===== src/design/sst_consts.svh =====
`ifndef SST_CONSTS_SVH
`define SST_CONSTS_SVH
// Sector mark pattern seen on the servo bit stream (8 bits)
`define SST_MARK_WIDTH 8
`define SST_MARK_PATTERN 8'ha5
// Reset values
`define SST_STROBE_IDLE 1'b1
`define SST_FOUND_IDLE 1'b0
`endif


===== src/design/sst_pkg.sv =====
package sst_pkg;
  // Strobe generator states
  typedef enum logic [2:0] {
    SST_IDLE = 3'b001,
    SST_SERVO = 3'b010,
    SST_DATA = 3'b100
  } sst_state_t;
endpackage : sst_pkg


===== src/design/sst_mark_if.sv =====
`timescale 1ns/100ps
interface sst_mark_if;
  logic servo_bit;
  logic found;
  modport decoder (input servo_bit, output found);
  modport user (output servo_bit, input found);
endinterface : sst_mark_if


===== src/design/sst_sector_timing.sv =====
`timescale 1ns/100ps
`include "sst_consts.svh"
module sst_sector_timing
(
  // Clock and reset (clock is the mark decoder clock)
  input wire logic core_clk,
  input wire logic sys_rst,
  // Dedicated servo inputs
  input wire logic servo_bit,
  input wire logic dedicated_sector_begin_n,
  input wire logic dedicated_sector_begin_p,
  // Servo controller enable
  input wire logic sector_begin_gate_en,
  // Outputs to read/write and DMA/ECC logic
  output logic sector_mark_found,
  output logic sector_begin_strobe_n,
  output logic data_field_open,
  output logic data_field_close
);
  import sst_pkg::*;

  sst_mark_if mk ();
  sst_state_t state;
  sst_state_t next_state;
  logic servo_field;
  logic gate_closed;
  logic next_strobe_n;
  logic strobe_q;

  // Mark decoder
  assign mk.servo_bit = servo_bit;
  sst_mark_decoder u_dec (
    .core_clk(core_clk),
    .sys_rst(sys_rst),
    .mk(mk)
  );
  assign sector_mark_found = mk.found;

  // Servo field from the differential dedicated start pair
  assign servo_field = dedicated_sector_begin_p & ~dedicated_sector_begin_n;

  // Servo controller has withdrawn its enable
  assign gate_closed = ~sector_begin_gate_en;

  // Next state; every sector yields a field while the gate enable is high, no selection input exists
  always_comb
  begin
    next_state = state;
    unique case (state)
      SST_IDLE:
      begin
        if (sector_begin_gate_en)
        begin
          next_state = servo_field ? SST_SERVO : SST_DATA;
        end
      end
      SST_SERVO:
      begin
        if (gate_closed)
        begin
          next_state = SST_IDLE;
        end
        else if (!servo_field)
        begin
          next_state = SST_DATA;
        end
      end
      SST_DATA:
      begin
        if (gate_closed)
        begin
          next_state = SST_IDLE;
        end
        else if (servo_field)
        begin
          next_state = SST_SERVO;
        end
      end
      default:
      begin
        next_state = SST_IDLE;
      end
    endcase
  end

  // Strobe low only inside the data field
  assign next_strobe_n = (next_state == SST_DATA) ? 1'b0 : `SST_STROBE_IDLE;

  // Edge markers for the handshake user
  assign data_field_open = strobe_q & ~sector_begin_strobe_n;
  assign data_field_close = ~strobe_q & sector_begin_strobe_n;

  // State and strobe registers
  always_ff @(posedge core_clk)
  begin
    if (sys_rst)
    begin
      state <= SST_IDLE;
      sector_begin_strobe_n <= `SST_STROBE_IDLE;
      strobe_q <= `SST_STROBE_IDLE;
    end
    else
    begin
      state <= next_state;
      sector_begin_strobe_n <= next_strobe_n;
      strobe_q <= sector_begin_strobe_n;
    end
  end

  // Strobe stays high through the servo field
  servo_high_a: assert property (@(posedge core_clk) disable iff (sys_rst)
    servo_field |=> sector_begin_strobe_n)
    else $error("strobe low in servo field");

  // Withdrawn enable forces the strobe high
  gate_off_a: assert property (@(posedge core_clk) disable iff (sys_rst)
    !sector_begin_gate_en |=> sector_begin_strobe_n)
    else $error("strobe low while disabled");

  // Enabled data field opens on the next edge
  gate_open_a: assert property (@(posedge core_clk) disable iff (sys_rst)
    (sector_begin_gate_en && !servo_field) |=> !sector_begin_strobe_n)
    else $error("data field not opened");

  // Each servo field is followed by a data field
  every_sector_a: assert property (@(posedge core_clk) disable iff (sys_rst)
    (sector_begin_gate_en && servo_field) ##1 (sector_begin_gate_en && !servo_field)
      |=> !sector_begin_strobe_n)
    else $error("sector skipped");

  // Open marker only on a falling strobe
  open_edge_a: assert property (@(posedge core_clk) disable iff (sys_rst)
    data_field_open |-> $fell(sector_begin_strobe_n))
    else $error("open marker wrong");

  // Close marker only on a rising strobe
  close_edge_a: assert property (@(posedge core_clk) disable iff (sys_rst)
    data_field_close |-> $rose(sector_begin_strobe_n))
    else $error("close marker wrong");

  // Strobe falls only under enable
  strobe_reg_a: assert property (@(posedge core_clk) disable iff (sys_rst)
    $fell(sector_begin_strobe_n) |-> $past(sector_begin_gate_en))
    else $error("strobe fell without enable");

  // Found needs the last pattern bit
  found_out_a: assert property (@(posedge core_clk) disable iff (sys_rst)
    sector_mark_found |-> $past(mk.servo_bit))
    else $error("found without final pattern bit");

  // Reset leaves every output idle
  reset_idle_a: assert property (@(posedge core_clk)
    sys_rst |=> (sector_begin_strobe_n && !sector_mark_found
      && !data_field_open && !data_field_close))
    else $error("outputs not idle after reset");

  // State register holds one legal code
  state_legal_a: assert property (@(posedge core_clk) disable iff (sys_rst)
    $onehot(state))
    else $error("state code illegal");

  // Strobe is low exactly in the data state
  strobe_state_a: assert property (@(posedge core_clk) disable iff (sys_rst)
    sector_begin_strobe_n == (state != SST_DATA))
    else $error("strobe and state disagree");

  // Strobe low only after an enabled data field request
  strobe_low_a: assert property (@(posedge core_clk) disable iff (sys_rst)
    !sector_begin_strobe_n |-> ($past(sector_begin_gate_en) && !$past(servo_field)))
    else $error("strobe low without request");

  // Open and close markers never coincide
  edge_excl_a: assert property (@(posedge core_clk) disable iff (sys_rst)
    !(data_field_open && data_field_close))
    else $error("open and close together");

  // Markers last a single cycle
  open_pulse_a: assert property (@(posedge core_clk) disable iff (sys_rst)
    data_field_open |=> !data_field_open)
    else $error("open marker too long");
  close_pulse_a: assert property (@(posedge core_clk) disable iff (sys_rst)
    data_field_close |=> !data_field_close)
    else $error("close marker too long");

  // End of servo field opens the data field
  field_end_a: assert property (@(posedge core_clk) disable iff (sys_rst)
    ($fell(servo_field) && sector_begin_gate_en && $past(sector_begin_gate_en)) |=> data_field_open)
    else $error("data field start missed");

  // Start of servo field closes the data field
  field_start_a: assert property (@(posedge core_clk) disable iff (sys_rst)
    ($rose(servo_field) && sector_begin_gate_en && $past(sector_begin_gate_en) && !$past(sys_rst))
      |=> data_field_close)
    else $error("data field end missed");

  // A mark flag lasts a single cycle
  found_pulse_a: assert property (@(posedge core_clk) disable iff (sys_rst)
    sector_mark_found |=> !sector_mark_found)
    else $error("mark flag too long");

  // Main scenarios reached
  open_seen_c: cover property (@(posedge core_clk) disable iff (sys_rst) data_field_open);
  close_seen_c: cover property (@(posedge core_clk) disable iff (sys_rst) data_field_close);
  mark_seen_c: cover property (@(posedge core_clk) disable iff (sys_rst) sector_mark_found);
  // Enable withdrawn mid field, and back to back marks
  gate_drop_c: cover property (@(posedge core_clk) disable iff (sys_rst)
    !sector_begin_strobe_n ##1 gate_closed ##1 sector_begin_strobe_n);
  mark_pair_c: cover property (@(posedge core_clk) disable iff (sys_rst)
    sector_mark_found ##8 sector_mark_found);
endmodule : sst_sector_timing


===== src/design/sst_mark_decoder.sv =====
`timescale 1ns/100ps
`include "sst_consts.svh"
module sst_mark_decoder (
  // Clock and reset
  input wire logic core_clk,
  input wire logic sys_rst,
  // Servo stream and result
  sst_mark_if.decoder mk
);
  logic [`SST_MARK_WIDTH-1:0] shift;
  logic [`SST_MARK_WIDTH-1:0] next_shift;
  logic hit;
  logic found;

  // Pattern compare on the incoming window
  assign next_shift = {shift[`SST_MARK_WIDTH-2:0], mk.servo_bit};
  assign hit = (next_shift == `SST_MARK_PATTERN);
  assign mk.found = found;

  // Shift register and registered found flag
  always_ff @(posedge core_clk)
  begin
    if (sys_rst)
    begin
      shift <= '0;
      found <= `SST_FOUND_IDLE;
    end
    else
    begin
      shift <= next_shift;
      found <= hit;
    end
  end

  mark_found_a: assert property (@(posedge core_clk) disable iff (sys_rst)
    (next_shift == `SST_MARK_PATTERN) |=> found)
    else $error("mark not flagged");
  found_reg_a: assert property (@(posedge core_clk) disable iff (sys_rst)
    found |-> $past(hit))
    else $error("found without hit");
endmodule : sst_mark_decoder


===== config.mk =====
export PLATFORM = sky130hd
export DESIGN_NAME = sst_sector_timing
export DESIGN_NICKNAME = d
export VERILOG_FILES = /design/src/design/sst_pkg.sv /design/src/design/sst_mark_if.sv /design/src/design/sst_sector_timing.sv /design/src/design/sst_mark_decoder.sv
export VERILOG_INCLUDE_DIRS = /design/src /design/src/design
export SDC_FILE = /design/constraint.sdc
export NUM_CORES = 1
export LEC_CHECK = 0
export BUFFER_PORTS_ARGS = -buffer_cell sky130_fd_sc_hd__buf_2
export CORE_AREA = 4 4 41 43
export CTS_BUF_LIST = sky130_fd_sc_hd__clkbuf_16
export DETAILED_ROUTE_END_ITERATION = 10
export DIE_AREA = 0 0 45 47
export REMOVE_ABC_BUFFERS = 1
export SYNTH_ARGS = -nofsm -noshare
export SYNTH_HDL_FRONTEND = slang
export SYNTH_HIERARCHICAL = 1
export SYNTH_SLANG_ARGS = --single-unit

===== constraint.sdc =====
create_clock -name core_clk -period 1.4 [get_ports core_clk]
set_input_delay 0 -clock core_clk [delete_from_list [all_inputs] [get_ports core_clk]]
set_output_delay 0 -clock core_clk [all_outputs]
set_load 0.01 [all_outputs]

# Word level (Yosys, flattened, before mapping)
# Index checks and enable logic that the tools add are counted.
[classes]
n_eq_ne = 5
muxes = 8
n_bitwise = 6
[op_table]
columns = ["op", "n"]
rows = [
  ["two-way mux 3 bit", 6],
  ["one-hot mux 3 bit (3 select lines)", 1],
  ["equality test 8 bit (second input constant)", 1],
  ["equality test 3 bit (second input constant)", 2],
  ["bitwise AND 1 bit", 3],
  ["equality test 3 x 1 -> 1 bit (second input constant)", 1],
  ["equality test 3 x 2 -> 1 bit (second input constant)", 1],
  ["NOT 1 bit", 3],
  ["two-way mux 1 bit", 1],
]
[totals]
register_bits = 13
inputBits = 6
out_inout_bits = 4
elab_cells = 24

# Depth between registers and ports, before layout
[logic_depth]
word_depth = 7
ltp_mapped = 2
ltp_nobuf = 2

# Hierarchy
# The synthesis kept the hierarchy.
[modules_own_cells]
columns = ["module", "n_inst", "cells_each", "area_each_um2", "seq_area_each_um2"]
rows = [
  ["sst_mark_decoder", 1, 18, 232.7, 160.2],
  ["sst_sector_timing", 1, 17, 190.2, 100.1],
]

# Least setup slack after synthesis
# OpenSTA, ideal clock, no wires.
[synth_path]
kind = "register to register"
startpoint = "register state[2]"
endpoint = "register state[1]"
setup_ns = 0.118
arrival_time_ns = 0.697
required_time_ns = 1.282
path_slack_ns = 0.585
path_stages_with_launch = 3
n_path_buf = 0
period_less_slack_ns = 0.815
path_cell_list = "dfxtp_1 > xor2_1 > o2111a_1"
[synth_via]
elab_chain_len = 2
word_cells_on_any_way = 4
cone_classes = "eq/ne: 3; mux: 1"
[synth_rtl]
columns = ["element", "line_no", "text"]
rows = [
  ["start, declared", "sst_sector_timing.sv:23", "sst_state_t state;"],
  ["start signal, assigned", "sst_sector_timing.sv:104", "state <= next_state;"],
  ["equality test 3 bit, or another cell as far along", "sst_sector_timing.sv:49", "unique case (state)"],
  ["one-hot mux 3 bit (3 select lines) (*)", "sst_sector_timing.sv:49", ""],
]
# Mark *: on every way between the ends. The rest lies on a longest branch, timed or not.
# A chain may end at the register's enable or synchronous reset.

# Worst setup path in the final report
[layout_path]
startpoint = "register sector_begin_strobe_n"
endpoint = "output data_field_close"
[layout_via]
elab_chain_len = 1
[layout_rtl]
columns = ["element", "line_no", "text"]
rows = [
  ["start, declared", "sst_sector_timing.sv:16", "output logic sector_begin_strobe_n,"],
  ["start signal, assigned", "sst_sector_timing.sv:99", "sector_begin_strobe_n <= `SST_STROBE_IDLE;"],
  ["start signal, assigned", "sst_sector_timing.sv:105", "sector_begin_strobe_n <= next_strobe_n;"],
  ["bitwise AND 1 bit", "sst_sector_timing.sv:91", "assign data_field_close = ~strobe_q & sector_begin_strobe_n;"],
  ["end, declared", "sst_sector_timing.sv:18", "output logic data_field_close"],
]
# Every way passes these cells.

==> metrics.md <==
| Metric | Value |
|---|---|
| Status | finished, final reports clean |
| Initial Utilization | 0.325 |
| Pwr/cell area | 1700 nW/µm² |
| Layout Nets | 55 |
| Filler cells | 133 |
| H-Tree Depth | 1 |
| Clock power share | 0.547 |
| Peak supply drop | 0.683 mV |
| Worst hold path class | in2reg |
| Vias in the first global route | 267 |
| Routability cong. | 0.573 |
| Final min period | 0.883 ns |
| RSZ-0062 raised after global routing | false |
| Slew headroom | 0.814 |
| Most common cell in the synthesized netlist | dfxtp_1 |
| Simple-gate share of the synthesized area | 0.260 |
| Std-Cell Rows | 13 |
| Max-slew violation count | 0 |
| Top Layer Used | met4 |
| DR iter-0 viols | 2 |
| Setup CP Type | reg2out |
| CTS Buf Count | 3 |
| Sequential power share | 0.409 |
| Async SR Flop Fraction | 0 |
| Clock skew | 0.00108 ns |
| DR vias | 284 |
| Seq/Total Area, Yosys | 0.615 |
| I/O pin total | 10 |
| DPL Wire Length | 514 µm |
| Adder-Cell Fraction of Synth Area | 0 |
| Setup TNS Final | 0 ns |
| GRT Util Overall | 0.0853 |
| Final Hold Fails | 0 |
| XOR/XNOR Fraction of Synth Area | 0.0207 |
| Synth area leaders | dfxtp_1 62%, nor2b_1 15%, o2111a_1 5.3%, and4bb_1 3.0%, nor2b_2 2.1% |
| Share of cells above drive strength 1 | 0.292 |
| Pwr Total | 0.960 mW |
| TritonCTS Sinks | 13 |
| Die width | 45 µm |
| Yosys warnings | 6 |
| Multiplexer share of the synthesized area | 0 |
| Final period util | 0.631 |
| DIE AREA | 2120 µm² |
| Postcts setup bufs | 0 |
| CP Launch Type | register |
| Post-Syn Area per Cell | 12.1 µm² |
| Switching Power | 0.178 mW |
| First-pass GRT wire length | 1170 µm |
| Comb pwr share | 0.044 |
| Antenna violations before repair | 0 |
| Core area | 1300 µm² |
| Compound-cell area share of the yosys netlist | 0.104 |
| Largest delay contributor family on the critical path | flip-flops |
| Yosys top cell area share | 0.615 |
| Worst Path Buf+Inv | 1 |
| Unique masters post-synth | 13 |
| Switching Fraction | 0.186 |
| CTS tree | built |
| Clock Latency Late Sink | 0.24 ns |
| Area growth from synthesis to layout | 33.7% |
| DRC Markers | 0 |
| Synth area leader | dfxtp_1 |
| Synth cell count leaders | 13 x dfxtp_1, 10 x nor2b_1, 2 x o2111a_1 |
| Vias per cell | 4.51 |
| Required time worst endpoint | 1.40 ns |
| Post-synth top flop | dfxtp_1 |
| Mapped Area | 423 µm² |
| CTS resizes | 0 |
| Worst-path clk slew | 0.04 ns |
| Number of enable flip-flop cells after synthesis | 0 |
| Leak | 0.244 nW |
| #FFs+latches synth | 13 |
| WL/cell | 11.4 µm |
| Met2 wire len | 287 µm |
| Bufs on Longest Clock Path | 2 |
| Final setup viols | 0 |
| Die Ht | 47 µm |
| Final ANT Viol Nets | 0 |
| Largest net degree at the start of global routing | 10 |
| Worst Max-Slew Pin Slew | 0.278 ns |
| Port Buffer Count | 9 |
| Post-Route WL | 717 µm |
| Met3 WL | 68 µm |
| CP max FO | 4 |
| Setup crit end kind | primary output |
| Synth Instances | 35 |
| Fmax | 1130 MHz |
| Critical Path AT | 0.88 ns |
| Hold Buf Count CTS | 0 |
| Largest family of logic cells by synthesized area | simple AND/OR/NAND/NOR gates |
| GRT Residual Overflow | 0 |
| CP cell instances | nor2b_1, buf_2 |
| Diodes inserted | 0 |
| Post-Route M1 WL | 350 µm |
| Max incr delay on CP | 0.37 ns |
| Max-cap violations | 0 |
| P_int | 0.782 mW |
| Root buffer cell | clkbuf_16 |
| Slowest cell on the critical path | dfxtp_1 |
| Initial DRT Pass Iterations | 3 |
logic make-up (layout without fill, tap and decap cells):
family,count (synthesis),count (layout)
compound gates,5,5
buf+inv,0,13
flops,13,13
simple gates,16,16
xor+xnor,1,1
cell usage in the layout (no fill, tap or decap), drive strengths merged:
master,instances
xor2,1
nor2b,11
buf,9
o211ai,1
inv,1
o2111a,2
or2,1
o2111ai,1
clkbuf,3
o21ai,1
dfxtp,13
nor3b,1
nand2b,1
and3,1
and4bb,1
path summary, 6_finish.rpt:
check                                    from                          endpoint  slack, ns  depth (start not counted)
max          sector_begin_strobe_n$_SDFF_PP1_                  data_field_close       0.52                          2
min                                 servo_bit         u_dec/shift[0]$_SDFF_PP0_       0.01                          2
max reg2reg               state[0]$_SDFF_PP1_  sector_begin_strobe_n$_SDFF_PP1_       0.52                          2
min reg2reg         u_dec/shift[4]$_SDFF_PP0_         u_dec/shift[5]$_SDFF_PP0_       0.46                          1
layout make-up:
type | instances | area [µm²] | area share
Timing Repair Buffer | 9 | 45.0 | 0.0796
Clock buffer | 3 | 75.1 | 0.133
Clock inverter | 1 | 3.75 | 0.00664
Sequential cell | 13 | 260 | 0.460
Multi-Input combinational cell | 22 | 163 | 0.288
Tap cell | 15 | 18.8 | 0.0332
power by group through the flow:
stage / registers, mW / clock network, mW / logic (mW)
CTS: 0.393 / 0.534 / 0.0433
floorplan: 0.398 / 0 / 0.0236
detailed placement: 0.399 / 0 / 0.0430
global route: 0.394 / 0.554 / 0.0485
global placement: 0.399 / 0 / 0.0418
finish: 0.392 / 0.525 / 0.0427
per-stage QoR:
step | area [µm²] | hold WS, ns | utilization | std cells | setup slack (ns)
finish | 566 | 0.00965 | 0.435 | 63 | 0.517
global route | 566 | 0.0140 | 0.435 | 63 | 0.417
CTS | 566 | 0.0150 | 0.435 | 63 | 0.496
detailed placement | 487 | 0.265 | 0.374 | 59 | 0.513
global placement | 487 | 0.234 | 0.374 | 59 | 0.550
floorplan | 423 | 0.0702 | - | 35 | 0.585
flip-flops by register name, indices dropped and copies added, names as in the netlist:
| register | flops |
|---|---|
| strobe_q | 1 |
| u_dec/mk.found | 1 |
| u_dec/shift | 7 |
| state | 3 |
| sector_begin_strobe_n | 1 |
routing by layer:
| metal | up-vias | track usage |
|---|---|---|
| li1 | 146 | - |
| met1 | 125 | 0.110 |
| met2 | 11 | 0.110 |
| met3 | 2 | 0.0460 |
| met4 | 0 | 0.0526 |
| met5 | - | 0 |
worst register-to-register path: cells and delay by family, from the launching register on:
kind / cells / cell delay [ns]
flip-flops: 1 / 0.33
XOR/XNOR: 1 / 0.27
AO/OA/AOI/OAI: 1 / 0.14
Note: power is estimated with default switching activity, not from simulation.
